===== src/iocn_map.svh =====
`ifndef IOCN_MAP_SVH
`define IOCN_MAP_SVH
// Register byte offsets and word indices
`define IOCN_GLB_CTRL   8'h00
`define IOCN_STATUS     8'h04
`define IOCN_LINE_WORD  4
`define IOCN_CELL_WORD  16
// Network sizes
`define IOCN_LINES      12
`define IOCN_GLOBALS    4
`define IOCN_DED_PINS   6
`define IOCN_CLK_PINS   2
`define IOCN_CE_SLOTS   6
`define IOCN_ADDR_W     8
`define IOCN_CFG_W      21
`define IOCN_SRC_W      5
// Status field positions
`define IOCN_ST_LINE    0
`define IOCN_ST_GLB     12
`define IOCN_ST_CELL    16
// Reset values and answers
`define IOCN_GLB_RST    4'h0
`define IOCN_RESP_OKAY  2'b00
`define IOCN_RESP_SLV   2'b10
`endif


===== src/iocn_pkg.sv =====
`include "iocn_map.svh"
package iocn_pkg;
	typedef enum logic [1:0] {SRC_NONE, SRC_PIN, SRC_ROW, SRC_COL} iocn_src_t;
	typedef enum logic [1:0] {MODE_OFF, MODE_IN, MODE_OUT, MODE_BIDIR}
		iocn_mode_t;
	typedef enum logic [1:0] {CK_BUS0, CK_BUS1, CK_PIN0, CK_PIN1}
		iocn_clk_sel_t;

	typedef struct packed {
		logic [2:0] idx;
		iocn_src_t  kind;
	} iocn_line_src_t;

	typedef struct packed {
		logic [3:0]    out_sel;
		logic          reg_out;
		logic          reg_in;
		logic          oe_local;
		logic [2:0]    oe_slot;
		logic          ce_en;
		logic          ce_local;
		logic [2:0]    ce_slot;
		logic          clr_sel;
		logic          clr_en;
		iocn_clk_sel_t clk_sel;
		iocn_mode_t    mode;
	} iocn_cell_cfg_t;

	typedef struct packed {
		logic clk_lvl;
		logic clr;
		logic ce;
		logic oe;
	} iocn_cell_ctl_t;

	typedef struct packed {
		logic clk_prev;
		logic q;
		logic pad;
		logic oe_b;
		logic din;
	} iocn_cell_st_t;

	typedef struct packed {
		logic                     awvalid;
		logic [`IOCN_ADDR_W-1:0]  awaddr;
		logic                     wvalid;
		logic [31:0]              wdata;
		logic [3:0]               wstrb;
		logic                     bready;
		logic                     arvalid;
		logic [`IOCN_ADDR_W-1:0]  araddr;
		logic                     rready;
	} iocn_axi_m2s_t;

	typedef struct packed {
		logic        awready;
		logic        wready;
		logic        bvalid;
		logic [1:0]  bresp;
		logic        arready;
		logic        rvalid;
		logic [31:0] rdata;
		logic [1:0]  rresp;
	} iocn_axi_s2m_t;
endpackage : iocn_pkg


===== src/iocn_io_cell.sv =====
`timescale 1ns/1ps
module iocn_io_cell (
	input  wire logic                    clk_in,
	input  wire logic                    rst_n_in,
	input  wire logic                    chip_rst_in,
	input  wire logic                    chip_oe_b_in,
	input  wire iocn_pkg::iocn_cell_cfg_t cfg_in,
	input  wire iocn_pkg::iocn_cell_ctl_t ctl_in,
	input  wire logic                    pad_in,
	input  wire logic                    out_data_in,
	output logic                         pad_out,
	output logic                         pad_oe_b_out,
	output logic                         din_out,
	output logic                         q_out
);
	import iocn_pkg::*;

	iocn_cell_st_t st_r;
	iocn_cell_st_t st_nxt;
	logic          tick;
	logic          ce;
	logic          is_in;
	logic          is_out;
	logic          drive;

	////////////////////////////////////////////////////////////////////////
	// Register clock edge, enables, direction
	always_comb
	begin
		tick   = ctl_in.clk_lvl & ~st_r.clk_prev;
		ce     = cfg_in.ce_en ? ctl_in.ce : 1'b1;
		is_in  = (cfg_in.mode == MODE_IN) || (cfg_in.mode == MODE_BIDIR);
		is_out = (cfg_in.mode == MODE_OUT) || (cfg_in.mode == MODE_BIDIR);
		drive  = (cfg_in.mode == MODE_OUT) ||
			((cfg_in.mode == MODE_BIDIR) && ctl_in.oe);
	end

	// Next state of the cell register and pad drivers
	always_comb
	begin
		st_nxt = st_r;
		st_nxt.clk_prev = ctl_in.clk_lvl;
		if (chip_rst_in)
			st_nxt.q = 1'b0;
		else if (ctl_in.clr)
			st_nxt.q = 1'b0;
		else if (tick && ce)
		begin
			if (cfg_in.reg_in && is_in)
				st_nxt.q = pad_in;
			else if (cfg_in.reg_out && is_out)
				st_nxt.q = out_data_in;
		end
		st_nxt.pad  = cfg_in.reg_out ? st_r.q : out_data_in;
		st_nxt.oe_b = ~(is_out && drive && chip_oe_b_in);
		st_nxt.din  = is_in ? (cfg_in.reg_in ? st_r.q : pad_in) : 1'b0;
	end

	// State register
	always_ff @(posedge clk_in or negedge rst_n_in)
	begin
		if (!rst_n_in)
			st_r <= '{clk_prev: 1'b0, q: 1'b0, pad: 1'b0, oe_b: 1'b1,
				din: 1'b0};
		else
			st_r <= st_nxt;
	end

	assign pad_out      = st_r.pad;
	assign pad_oe_b_out = st_r.oe_b;
	assign din_out      = st_r.din;
	assign q_out        = st_r.q;
endmodule : iocn_io_cell


===== src/iocn_top.sv =====
// Chosen here: the AXI4-Lite slave port and the placing of the registers.
`timescale 1ns/1ps
`include "iocn_map.svh"
// Summary of operation
// - Twelve shared control lines feed every cell's clock, clear, enables.
// - Lines give up to eight OE, six CE, two clocks, two clears.
// - Each cell picks its own clock, clear, CE and OE line.
// - Cell CE and OE may come from a dedicated logic cell instead.
// - Cell clock may also come from either of two clock pins.
// - Line driven by a dedicated pin, row group cell, or column route.
// - Chip-wide reset low clears every cell register, above all else.
// - Each line has a fixed set of roles it can serve.
// - Four lines can drive the four low-skew global lines.
// - Chip-wide output enable low floats every pin.
// - Input cell drives two row channels seen across the row.
// - Output cell takes data from a row channel multiplexer.
// - Row multiplexer reaches a fixed subset of row channels.
// - Column-end input cell drives two column channels.
// - Column cells each pick output data by own column multiplexer.
// - Each column cell reaches a different group of channels.
// - Cell has a two-way buffer and one in-or-out register.
// - Six dedicated pins usable as control sources or data.
module iocn_top #(
	parameter int N_ROW_CELLS = 4,
	parameter int N_COL_CELLS = 2,
	parameter int ROW_W       = 16,
	parameter int ROW_M       = 2,
	parameter int COL_W       = 8,
	parameter int COL_M       = 4,
	parameter int ROWS        = 3,
	parameter int GROUPS      = 4,
	parameter logic [11:0][3:0] LINE_ROW = {4'h2, 4'h2, 4'h1, 4'h1,
		4'h0, 4'h0, 4'h2, 4'h2, 4'h1, 4'h1, 4'h0, 4'h0}
) (
	input  wire logic                        REF_CLK_IN,
	input  wire logic                        RST_B_IN,
	input  wire logic                        CHIP_RST_B_IN,
	input  wire logic                        CHIP_OE_B_IN,
	input  wire logic [`IOCN_DED_PINS-1:0]   DED_PIN_IN,
	input  wire logic [`IOCN_CLK_PINS-1:0]   CLK_PIN_IN,
	input  wire logic [ROWS*GROUPS-1:0]      FIRST_LC_IN,
	input  wire logic [ROW_W-1:0]            ROW_CH_IN,
	input  wire logic [COL_W-1:0]            COL_CH_IN,
	input  wire logic [N_ROW_CELLS+N_COL_CELLS-1:0] LC_CE_IN,
	input  wire logic [N_ROW_CELLS+N_COL_CELLS-1:0] LC_OE_IN,
	input  wire logic [N_ROW_CELLS+N_COL_CELLS-1:0] PAD_IN,
	output logic [N_ROW_CELLS+N_COL_CELLS-1:0]      PAD_OUT,
	output logic [N_ROW_CELLS+N_COL_CELLS-1:0]      PAD_OE_B_OUT,
	output logic [ROW_W-1:0]                 ROW_DRV_OUT,
	output logic [COL_W-1:0]                 COL_DRV_OUT,
	output logic [`IOCN_GLOBALS-1:0]         GLOBAL_OUT,
	input  wire iocn_pkg::iocn_axi_m2s_t     S_AXI_IN,
	output iocn_pkg::iocn_axi_s2m_t          S_AXI_OUT
);
	import iocn_pkg::*;

	localparam int NC       = N_ROW_CELLS + N_COL_CELLS;
	localparam int ROW_STEP = ROW_W / ROW_M;
	localparam int NL       = `IOCN_LINES;
	localparam int ND       = `IOCN_DED_PINS;

	typedef struct packed {
		logic [ND-1:0]                 ded_s1;
		logic [ND-1:0]                 ded_s2;
		logic [`IOCN_CLK_PINS-1:0]     ck_s1;
		logic [`IOCN_CLK_PINS-1:0]     ck_s2;
		logic                          rst_s1;
		logic                          rst_s2;
		logic                          oe_s1;
		logic                          oe_s2;
		logic [NC-1:0]                 pad_s1;
		logic [NC-1:0]                 pad_s2;
		logic [NL-1:0]                 lines;
		logic [`IOCN_GLOBALS-1:0]      globals;
		logic [`IOCN_GLOBALS-1:0]      glb_ctrl;
		iocn_line_src_t [NL-1:0]       line_src;
		iocn_cell_cfg_t [NC-1:0]       cell_cfg;
		logic                          aw_full;
		logic [`IOCN_ADDR_W-1:0]       aw_addr;
		logic                          w_full;
		logic [31:0]                   w_data;
		logic [3:0]                    w_strb;
		logic                          bvalid;
		logic [1:0]                    bresp;
		logic                          rvalid;
		logic [31:0]                   rdata;
		logic [1:0]                    rresp;
	} iocn_top_st_t;

	iocn_top_st_t                st_r;
	iocn_top_st_t                st_nxt;
	logic [1:0]                  rst_sync_r;
	logic                        rst_n;
	logic [NL-1:0]               line_val;
	iocn_cell_ctl_t [NC-1:0]     ctl;
	logic [NC-1:0]               cell_data;
	logic [NC-1:0]               cell_din;
	logic [NC-1:0]               cell_q;

	////////////////////////////////////////////////////////////////////////
	// Line index decoding shared by several selectors

	// Level of a line, low for an invalid index
	function automatic logic line_pick(input logic [NL-1:0] l, input int i);
		return (i >= 0 && i < NL) ? l[i] : 1'b0;
	endfunction : line_pick

	// Output enable slot to line
	function automatic int oe_line(input logic [2:0] s);
		case (s)
			3'h6:    return 7;
			3'h7:    return 9;
			default: return int'(s);
		endcase
	endfunction : oe_line

	// Clock enable slot to line
	function automatic int ce_line(input logic [2:0] s);
		return (s < 3'h6) ? 6 + int'(s) : -1;
	endfunction : ce_line

	// Global line to the control line behind it
	function automatic int glb_line(input int g);
		case (g)
			0:       return 6;
			1:       return 7;
			2:       return 9;
			default: return 11;
		endcase
	endfunction : glb_line

	// Byte-lane write merge
	function automatic logic [31:0] merge32(input logic [31:0] o,
		input logic [31:0] n, input logic [3:0] s);
		logic [31:0] r;
		r = o;
		for (int b = 0; b < 4; b++)
			if (s[b])
				r[8*b +: 8] = n[8*b +: 8];
		return r;
	endfunction : merge32

	////////////////////////////////////////////////////////////////////////
	// Reset release through two flip-flops
	always_ff @(posedge REF_CLK_IN or negedge RST_B_IN)
	begin
		if (!RST_B_IN)
			rst_sync_r <= 2'b00;
		else
			rst_sync_r <= {rst_sync_r[0], 1'b1};
	end
	assign rst_n = rst_sync_r[1];

	////////////////////////////////////////////////////////////////////////
	// Control line sources
	always_comb
	begin
		for (int j = 0; j < NL; j++)
		begin
			case (st_r.line_src[j].kind)
				SRC_PIN:
					line_val[j] = (int'(st_r.line_src[j].idx) < ND) ?
						st_r.ded_s2[st_r.line_src[j].idx] : 1'b0;
				SRC_ROW:
					line_val[j] = (int'(st_r.line_src[j].idx) < GROUPS &&
						int'(LINE_ROW[j]) < ROWS) ?
						FIRST_LC_IN[int'(LINE_ROW[j]) * GROUPS +
						int'(st_r.line_src[j].idx)] : 1'b0;
				SRC_COL:
					line_val[j] = (int'(st_r.line_src[j].idx) < COL_W) ?
						COL_CH_IN[st_r.line_src[j].idx] : 1'b0;
				default:
					line_val[j] = 1'b0;
			endcase
		end
	end

	// Per-cell control selection from the shared lines
	always_comb
	begin
		for (int k = 0; k < NC; k++)
		begin
			case (st_r.cell_cfg[k].clk_sel)
				CK_BUS0: ctl[k].clk_lvl = st_r.lines[6];
				CK_BUS1: ctl[k].clk_lvl = st_r.lines[11];
				CK_PIN0: ctl[k].clk_lvl = st_r.ck_s2[0];
				default: ctl[k].clk_lvl = st_r.ck_s2[1];
			endcase
			ctl[k].clr = st_r.cell_cfg[k].clr_en &&
				(st_r.cell_cfg[k].clr_sel ? st_r.lines[10] :
				st_r.lines[8]);
			ctl[k].ce = st_r.cell_cfg[k].ce_local ? LC_CE_IN[k] :
				line_pick(st_r.lines,
				ce_line(st_r.cell_cfg[k].ce_slot));
			ctl[k].oe = st_r.cell_cfg[k].oe_local ? LC_OE_IN[k] :
				line_pick(st_r.lines,
				oe_line(st_r.cell_cfg[k].oe_slot));
		end
	end

	////////////////////////////////////////////////////////////////////////
	// I/O cells and their channel multiplexers
	for (genvar k = 0; k < NC; k++)
	begin : g_cell
		if (k < N_ROW_CELLS)
		begin : g_row
			// Fixed subset: every ROW_STEP-th channel from k
			assign cell_data[k] =
				(int'(st_r.cell_cfg[k].out_sel) < ROW_M) ?
				ROW_CH_IN[(k + int'(st_r.cell_cfg[k].out_sel) * ROW_STEP)
				% ROW_W] : 1'b0;
			assign ROW_DRV_OUT[2*k +: 2] = {2{cell_din[k]}};
		end
		else
		begin : g_col
			localparam int C = k - N_ROW_CELLS;
			// Window of COL_M channels starting at C, unique per cell
			assign cell_data[k] =
				(int'(st_r.cell_cfg[k].out_sel) < COL_M) ?
				COL_CH_IN[(C + int'(st_r.cell_cfg[k].out_sel)) % COL_W] :
				1'b0;
			assign COL_DRV_OUT[2*C +: 2] = {2{cell_din[k]}};
		end

		iocn_io_cell iocn_io_cell_inst (
			.clk_in       (REF_CLK_IN),
			.rst_n_in     (rst_n),
			.chip_rst_in  (~st_r.rst_s2),
			.chip_oe_b_in (st_r.oe_s2),
			.cfg_in       (st_r.cell_cfg[k]),
			.ctl_in       (ctl[k]),
			.pad_in       (st_r.pad_s2[k]),
			.out_data_in  (cell_data[k]),
			.pad_out      (PAD_OUT[k]),
			.pad_oe_b_out (PAD_OE_B_OUT[k]),
			.din_out      (cell_din[k]),
			.q_out        (cell_q[k])
		);
	end

	// Channels with no cell behind them stay low
	if (ROW_W > 2*N_ROW_CELLS)
	begin : g_row_pad
		assign ROW_DRV_OUT[ROW_W-1:2*N_ROW_CELLS] = '0;
	end
	if (COL_W > 2*N_COL_CELLS)
	begin : g_col_pad
		assign COL_DRV_OUT[COL_W-1:2*N_COL_CELLS] = '0;
	end

	////////////////////////////////////////////////////////////////////////
	// Bus handshakes
	assign S_AXI_OUT.awready = !st_r.aw_full && !st_r.bvalid;
	assign S_AXI_OUT.wready  = !st_r.w_full && !st_r.bvalid;
	assign S_AXI_OUT.bvalid  = st_r.bvalid;
	assign S_AXI_OUT.bresp   = st_r.bresp;
	assign S_AXI_OUT.arready = !st_r.rvalid;
	assign S_AXI_OUT.rvalid  = st_r.rvalid;
	assign S_AXI_OUT.rdata   = st_r.rdata;
	assign S_AXI_OUT.rresp   = st_r.rresp;
	assign GLOBAL_OUT        = st_r.globals;

	// Next state: synchronisers, lines, globals, registers
	always_comb
	begin
		int          wa;
		int          ra;
		logic [31:0] m;
		wa = int'(st_r.aw_addr[`IOCN_ADDR_W-1:2]);
		ra = int'(S_AXI_IN.araddr[`IOCN_ADDR_W-1:2]);
		m  = 32'h0;
		st_nxt = st_r;
		st_nxt.ded_s1 = DED_PIN_IN;
		st_nxt.ded_s2 = st_r.ded_s1;
		st_nxt.ck_s1  = CLK_PIN_IN;
		st_nxt.ck_s2  = st_r.ck_s1;
		st_nxt.rst_s1 = CHIP_RST_B_IN;
		st_nxt.rst_s2 = st_r.rst_s1;
		st_nxt.oe_s1  = CHIP_OE_B_IN;
		st_nxt.oe_s2  = st_r.oe_s1;
		st_nxt.pad_s1 = PAD_IN;
		st_nxt.pad_s2 = st_r.pad_s1;
		st_nxt.lines  = line_val;
		for (int g = 0; g < `IOCN_GLOBALS; g++)
			st_nxt.globals[g] = st_r.glb_ctrl[g] ?
				line_pick(st_r.lines, glb_line(g)) :
				st_r.ded_s2[g];

		// Write response retires
		if (st_r.bvalid && S_AXI_IN.bready)
			st_nxt.bvalid = 1'b0;
		// Write performed once address and data are both held
		if (st_r.aw_full && st_r.w_full && !st_r.bvalid)
		begin
			st_nxt.aw_full = 1'b0;
			st_nxt.w_full  = 1'b0;
			st_nxt.bvalid  = 1'b1;
			st_nxt.bresp   = `IOCN_RESP_OKAY;
			if (wa == 0)
			begin
				m = merge32({28'h0, st_r.glb_ctrl}, st_r.w_data,
					st_r.w_strb);
				st_nxt.glb_ctrl = m[`IOCN_GLOBALS-1:0];
			end
			else if (wa >= `IOCN_LINE_WORD &&
				wa < `IOCN_LINE_WORD + NL)
			begin
				m = merge32({27'h0, st_r.line_src[wa-`IOCN_LINE_WORD]},
					st_r.w_data, st_r.w_strb);
				st_nxt.line_src[wa-`IOCN_LINE_WORD] =
					m[`IOCN_SRC_W-1:0];
			end
			else if (wa >= `IOCN_CELL_WORD &&
				wa < `IOCN_CELL_WORD + NC)
			begin
				m = merge32({11'h0, st_r.cell_cfg[wa-`IOCN_CELL_WORD]},
					st_r.w_data, st_r.w_strb);
				st_nxt.cell_cfg[wa-`IOCN_CELL_WORD] =
					m[`IOCN_CFG_W-1:0];
			end
			else if (wa != 1)
				st_nxt.bresp = `IOCN_RESP_SLV;
		end
		// Address and data captured in either order
		if (S_AXI_IN.awvalid && !st_r.aw_full && !st_r.bvalid)
		begin
			st_nxt.aw_full = 1'b1;
			st_nxt.aw_addr = S_AXI_IN.awaddr;
		end
		if (S_AXI_IN.wvalid && !st_r.w_full && !st_r.bvalid)
		begin
			st_nxt.w_full = 1'b1;
			st_nxt.w_data = S_AXI_IN.wdata;
			st_nxt.w_strb = S_AXI_IN.wstrb;
		end

		// Read channel
		if (st_r.rvalid && S_AXI_IN.rready)
			st_nxt.rvalid = 1'b0;
		if (S_AXI_IN.arvalid && !st_r.rvalid)
		begin
			st_nxt.rvalid = 1'b1;
			st_nxt.rresp  = `IOCN_RESP_OKAY;
			st_nxt.rdata  = 32'h0;
			if (ra == 0)
				st_nxt.rdata[`IOCN_GLOBALS-1:0] = st_r.glb_ctrl;
			else if (ra == 1)
			begin
				st_nxt.rdata[`IOCN_ST_LINE +: NL] = st_r.lines;
				st_nxt.rdata[`IOCN_ST_GLB +: `IOCN_GLOBALS] =
					st_r.globals;
				st_nxt.rdata[`IOCN_ST_CELL +: NC] = cell_q;
			end
			else if (ra >= `IOCN_LINE_WORD &&
				ra < `IOCN_LINE_WORD + NL)
				st_nxt.rdata[`IOCN_SRC_W-1:0] =
					st_r.line_src[ra-`IOCN_LINE_WORD];
			else if (ra >= `IOCN_CELL_WORD &&
				ra < `IOCN_CELL_WORD + NC)
				st_nxt.rdata[`IOCN_CFG_W-1:0] =
					st_r.cell_cfg[ra-`IOCN_CELL_WORD];
			else
				st_nxt.rresp = `IOCN_RESP_SLV;
		end
	end

	// State register
	always_ff @(posedge REF_CLK_IN or negedge rst_n)
	begin
		if (!rst_n)
		begin
			st_r          <= '0;
			st_r.glb_ctrl <= `IOCN_GLB_RST;
		end
		else
			st_r <= st_nxt;
	end
endmodule : iocn_top


===== config.mk =====
export PLATFORM = sky130hd
export DESIGN_NAME = iocn_top
export DESIGN_NICKNAME = d
export VERILOG_FILES = /design/src/iocn_pkg.sv /design/src/iocn_io_cell.sv /design/src/iocn_top.sv
export VERILOG_INCLUDE_DIRS = /design/src /design/src/src
export SDC_FILE = /design/constraint.sdc
export NUM_CORES = 1
export LEC_CHECK = 0
export BUFFER_PORTS_ARGS = -buffer_cell sky130_fd_sc_hd__buf_2
export CORE_UTILIZATION = 60
export CTS_CLUSTER_DIAMETER = 200
export CTS_CLUSTER_SIZE = 30
export DETAILED_ROUTE_END_ITERATION = 10
export PLACE_DENSITY = 0.84
export SLEW_MARGIN = 20
export SYNTH_ARGS = -nofsm -noshare
export SYNTH_HDL_FRONTEND = slang
export SYNTH_SLANG_ARGS = --single-unit

===== constraint.sdc =====
create_clock -name REF_CLK_IN -period 12.1 [get_ports REF_CLK_IN]
set_input_delay 3.025 -clock REF_CLK_IN [delete_from_list [all_inputs] [get_ports REF_CLK_IN]]
set_output_delay 3.025 -clock REF_CLK_IN [all_outputs]
set_load 0.01 [all_outputs]

Word level (Yosys, flattened, before mapping)
Cells that the tools add are included.
- register bits after elaboration: 344
- input bits: 123
- output and inout bits: 81
- logic and storage cells: 862
- $add $sub $neg: 22
- $lt $le $gt $ge: 116
- equal/unequal tests: 92
- muxes and demuxes: 340
- bitwise gates (word level): 24
- reductions and logical operators: 118
- operators by type and width (operator ; count):
    greater-or-equal comparator 32 x 1 -> 1 bit (second input constant) ; 12
    < comparator 32 x 5 -> 1 bit (second input constant) ; 12
    < comparator 32 x 6 -> 1 bit (second input constant) ; 12
    2-to-1 mux 1 bit ; 202
    2-to-1 mux 32 bit ; 6
    2-to-1 mux 21 bit ; 7
    binary-select mux 21 bit (select 3 bit) ; 2
    bitwise mux 126 bit ; 1
    binary-select mux 1 bit (select 4 bit) ; 23
    binary-select mux 1 bit (select 3 bit) ; 30
    < comparator 3 bit (second input constant) ; 30
    == test 2 bit (second input constant) ; 42
    2-to-1 mux 8 bit ; 10
    2-to-1 mux 5 bit ; 15
    logical AND 1 bit ; 71
    demux 21 bit (select 3 bit) ; 1
    bitwise mux 60 bit ; 1
    case mux 1 bit (3 select lines) ; 18
    < comparator 3 x 4 -> 1 bit (second input constant) ; 13
    == test 2 x 1 -> 1 bit (second input constant) ; 24
    case mux 4 bit (2 select lines) ; 6
    adder 3 x 3 -> 4 bit (first input constant) ; 10
    binary-select mux 5 bit (select 4 bit) ; 2
    2-to-1 mux 37 bit ; 1
    44 further kinds ; 161

Depth between registers and ports, before layout
- depth in word-level cells: 12
- gate-level depth with buffers: 12
- mapped depth without buffers: 8

Hierarchy
Synthesis repeated with hierarchy kept, for this count alone.
- cells, all modules: 1795
- area, all modules: 19816.5 um^2
- by module, submodules not included (module ; times used ; cells each ; area an instance (um^2) ; sequential area each (um^2)):
    iocn_top ; 1 ; 1681 ; 18457.7 ; 7457.2
    iocn_io_cell ; 6 ; 19 ; 226.5 ; 126.4

Worst setup path after synthesis
OpenSTA, ideal clock, no wires.
- path type: in2reg
- start point: input port S_AXI_IN[5] (netlist name)
- end point: register st_r (netlist bit S_AXI_OUT[3])
- setup time: 0.136 ns
- data arrival time: 4.988 ns
- required time: 11.964 ns
- slack: 6.976 ns
- stages: 10
- path buffers: 2
- cell sequence: inv_2 > clkbuf_1 > ha_1 > nor4b_1 > nor2b_1 > nor2_1 > and2_1 > buf_2 > a221oi_1 > o21ai_0
- longest elaborated chain between the ends: 8
- elaborated cells on any way between the ends: 20
- those cells by class: 2 x add/sub; 4 x order compare; 1 x eq/ne; 10 x mux; 3 x reduce/logical
- ends and longest elaborated chain (element ; RTL line ; text):
    from (decl) ; iocn_top.sv:52 ; input wire iocn_pkg::iocn_axi_m2s_t S_AXI_IN,
    subtractor 6 x 5 -> 7 bit (no line) ; n/a ;
    binary-select mux 21 bit (select 3 bit) ; iocn_top.sv:361 ; st_r.cell_cfg[ra-`IOCN_CELL_WORD];
    2-to-1 mux 21 bit (2 in a row) ; iocn_top.sv:361 ;
    2-to-1 mux 21 bit ; iocn_top.sv:358 ; else if (ra >= `IOCN_CELL_WORD &&
    2-to-1 mux 5 bit ; iocn_top.sv:354 ; else if (ra >= `IOCN_LINE_WORD &&
    2-to-1 mux 21 bit ; iocn_top.sv:347 ; else if (ra == 1)
    2-to-1 mux 4 bit * ; iocn_top.sv:345 ; if (ra == 0)
    to (signal assigned) ; iocn_top.sv:376 ; st_r <= st_nxt;
    to (decl) ; iocn_top.sv:90 ; iocn_top_st_t st_r;
Every way passes the cells marked *; elsewhere a longest branch is shown, timed or not. The select of a mux whose other input is x is not followed.
A chain may end at the register's enable or synchronous reset.

Worst setup path in the final report
- start point: input port S_AXI_IN[4] (netlist name)
- end point: register st_r (netlist bit S_AXI_OUT[14])
- longest elaborated chain between the ends: 8
- elaborated cells on any way between the ends: 16
- those cells by class: 1 x add/sub; 4 x order compare; 1 x eq/ne; 7 x mux; 3 x reduce/logical
- ends and longest elaborated chain (element ; RTL line):
    subtractor 6 x 5 -> 7 bit (no line) ; n/a
    binary-select mux 21 bit (select 3 bit) ; iocn_top.sv:361
    2-to-1 mux 21 bit (2 in a row) ; iocn_top.sv:361
    2-to-1 mux 21 bit ; iocn_top.sv:358
    2-to-1 mux 16 bit ; iocn_top.sv:354
    2-to-1 mux 21 bit ; iocn_top.sv:347
    2-to-1 mux 18 bit * ; iocn_top.sv:345
Marked as above.

==> flow_summary.toml <==
[status]
status = "completed"

[critical_path]
required_ns = 12.50
r2r_start = "st_r[78]"
crit_path_end_kind = "register"
crit_start = "S_AXI_IN[4]"
critPathLaunchType = "input port"
path_max_fanout = 41
path_class = "in -> reg"
critPathArrivalTime_ns = 5.86
r2r_end = "st_r[215]"
timing.reg2reg.setup_slack_ns = 8.50
reg2reg_depth = 8

[die]
fp.dieH_um = 185
dieArea_um2 = 34400
die_x_um = 185
core_area_um2 = 32900
rows = 66
initial_core_util_pct = 61.5
io-pin-count = 204

[final_layout]
ff_latch_area_um2 = 8220
layout.cells.non_filler = 2107
num_antenna_cells = 0
drive_gt1_share_pct = 38.5
multiInputGateArea_um2 = 10900
layout.nets = 1817
syn_to_final_growth_pct = 4.55
fillers = 2477

[placement]
dpl.hpwl_um = 39600
place_congestion = 0.998
dp_cells = 2083
port_buffers = 155

[synthesis]
synth-seq-cells = 328
synthTopCellsByCount = "dfrtp_1 (322), mux2_2 (283), mux4_2 (136)"
synth_compound_area_share_pct = 7.98
muxShareOfSynthArea_pct = 35.9
synth_area_um2 = 20200
yosysTopAreaCell = "dfrtp_1"
synth_top_area_share_pct = 39.9
seq_area_frac_synth_pct = 40.7
synth_cells = 1645
synthXorXnorAreaFrac_pct = 0
synth_area_leaders = "dfrtp_1 (40%), mux2_2 (16%), mux4_2 (15%)"
synthAdderAreaFrac_pct = 2.17
async_flop_share_pct = 100
synth_simple_gate_area_share_pct = 7.04
syn_area_per_cell_um2 = 12.3
synth_top_family_by_area = "multiplexers"
yosysWarnings = 0
synth_edf_count = 0
yosys_most_used_dff = "dfrtp_1"
synth.distinct_cells = 63
synth.most_common_cell = "dfrtp_1"

[timing]
finalCriticalPeriod_ns = 5.46
drv_slew = 0
skew_ns = 0.0214
slew_headroom_pct = 17.3
tightest_slew_ns = 1.24
max_freq_ghz = 0.183
finalSetupTns_ns = 0
hold_viol = 0
holdWs_ns = 0.302
setup_viol = 0
post-route-period-util_pct = 45.1
rsz0062_at_grt = "no"

[power_and_ir_drop]
p_per_area_nw_per_um2 = 153
p_leak_nw = 9.28
peakVddDrop_mv = 0.108
total_power_mw = 3.23

[route]
antenna_left = 0
post_drt_wl_per_cell_um = 27.4
drtIter0Drc = 1847
drc = 0
dr.pass1.iters = 5
wirelength_um = 57700
vias = 14800
vias_per_cell = 7.01

[cts]
path_clk_slew_ns = 0.12
cts.root.buffer_cell = "clkbuf_16"
clk_path_buf_depth = 3
ctsResizeCount = 0
cts_buffers = 14
cts_setup_buffers = 0
cts_max_level = 1
cts_tree = "built"
cts.sinks = 328
clock_latency_ns = 0.53
cts_hold_buf = 0

[grt]
grt_overflow = 0
grt_max_degree = 191
grt_pass1_vias = 14600
grt_antenna_before_repair = 0
gr-usage-all-layers_pct = 34.4
grt_first_pass_wirelength_um = 88000

[hold_path]
hold_class = "reg -> async"

[run]
drv_cap = 0
-- metrics by stage --
step,utilization [%],cell area [µm²],worst slack [ns]
floorplan,-,20300,2.29
global placement,62.8,20600,6.32
detailed placement,62.8,20600,6.28
CTS,64.0,21000,6.78
global route,64.2,21100,6.50
finish,64.2,21100,6.64
-- metal layers --
metal | wire (µm) | up-vias | GRT usage (%)
met1 | 20100 | 7381 | 43.7
met2 | 26600 | 1097 | 54.3
li1 | - | 6064 | -
met3 | 7270 | 235 | 8.69
met4 | 3780 | 0 | 18.8
met5 | 0 | - | 0
-- worst max path at each step --
stage	to	slack, ns
finish	S_AXI_OUT[14]	6.64
global route	S_AXI_OUT[3]	6.50
CTS	S_AXI_OUT[3]	6.78
detailed placement	S_AXI_OUT[14]	6.28
global placement	S_AXI_OUT[14]	6.32
floorplan	GLOBAL_OUT[0]	2.29
-- kinds of logic (layout without fill, tap and decap cells) --
family / Yosys count / in the layout
AO/OA/AOI/OAI: 237 / 237
adder cells (fa/ha/maj): 35 / 35
buffers and inverters: 226 / 223
flip-flops: 328 / 328
multiplexers: 518 / 518
other: 2 / 25
AND/OR/NAND/NOR: 299 / 299
-- layout by cell type (no fill, tap or decap), types with 3 or more instances in the layout --
master / instances
dfstp_2: 6
a211oi_1: 17
o221ai_1: 4
o2111ai_1: 5
and2_1: 5
nor3_1: 3
dfrtp_1: 319
a31oi_1: 11
a311oi_1: 5
a211o_1: 4
and3_1: 12
nand2b_1: 10
nor2_2: 5
conb_1: 25
a22o_1: 13
nor2b_1: 15
a21boi_0: 8
nor2_1: 59
buf_4: 19
mux2i_1: 98
nand2_1: 134
clkbuf_16: 15
or4_1: 9
a221oi_1: 10
ha_1: 35
o21ai_0: 80
o22ai_1: 7
mux4_2: 136
nand3_1: 30
o211ai_1: 6
buf_2: 154
a21oi_1: 22
o21a_1: 16
nor2_4: 3
a22oi_1: 5
mux2_2: 283
inv_1: 24
clkbuf_1: 6
a221o_1: 8
-- flip-flops by register name (all words and copies together) (netlist names) --
name,flops
rst_sync_r,2
g_cell.iocn_io_cell_inst.pad_out,6
S_AXI_OUT,26
g_cell.iocn_io_cell_inst.din_out,6
g_cell.iocn_io_cell_inst.st_r,6
st_nxt,16
st_r,250
g_cell.iocn_io_cell_inst.q_out,6
GLOBAL_OUT,4
g_cell.iocn_io_cell_inst.pad_oe_b_out,6
-- power breakdown --
group / switching, mW / leakage, nW / internal [mW]
combinational: 0.612 / 4.72 / 0.500
clock: 0.344 / 0.199 / 0.239
sequential: 0.293 / 4.36 / 1.24
-- critical path, cell delays in order --
cell      delay (ns)
buf_2           0.09
buf_4           0.55
nand2b_1        1.03
o21ai_0         0.68
a221oi_1        0.39
nor2_1          0.06
-- cell type report --
| type | instances | area share [%] |
|---|---|---|
| flip-flops and latches | 328 | 38.9 |
| well taps | 442 | 2.62 |
| clock buffers | 22 | 1.95 |
| repair buffers | 176 | 4.65 |
| multi-input cells | 1114 | 51.4 |
| inverters | 25 | 0.444 |
Note: power is estimated with default switching activity, not from simulation.
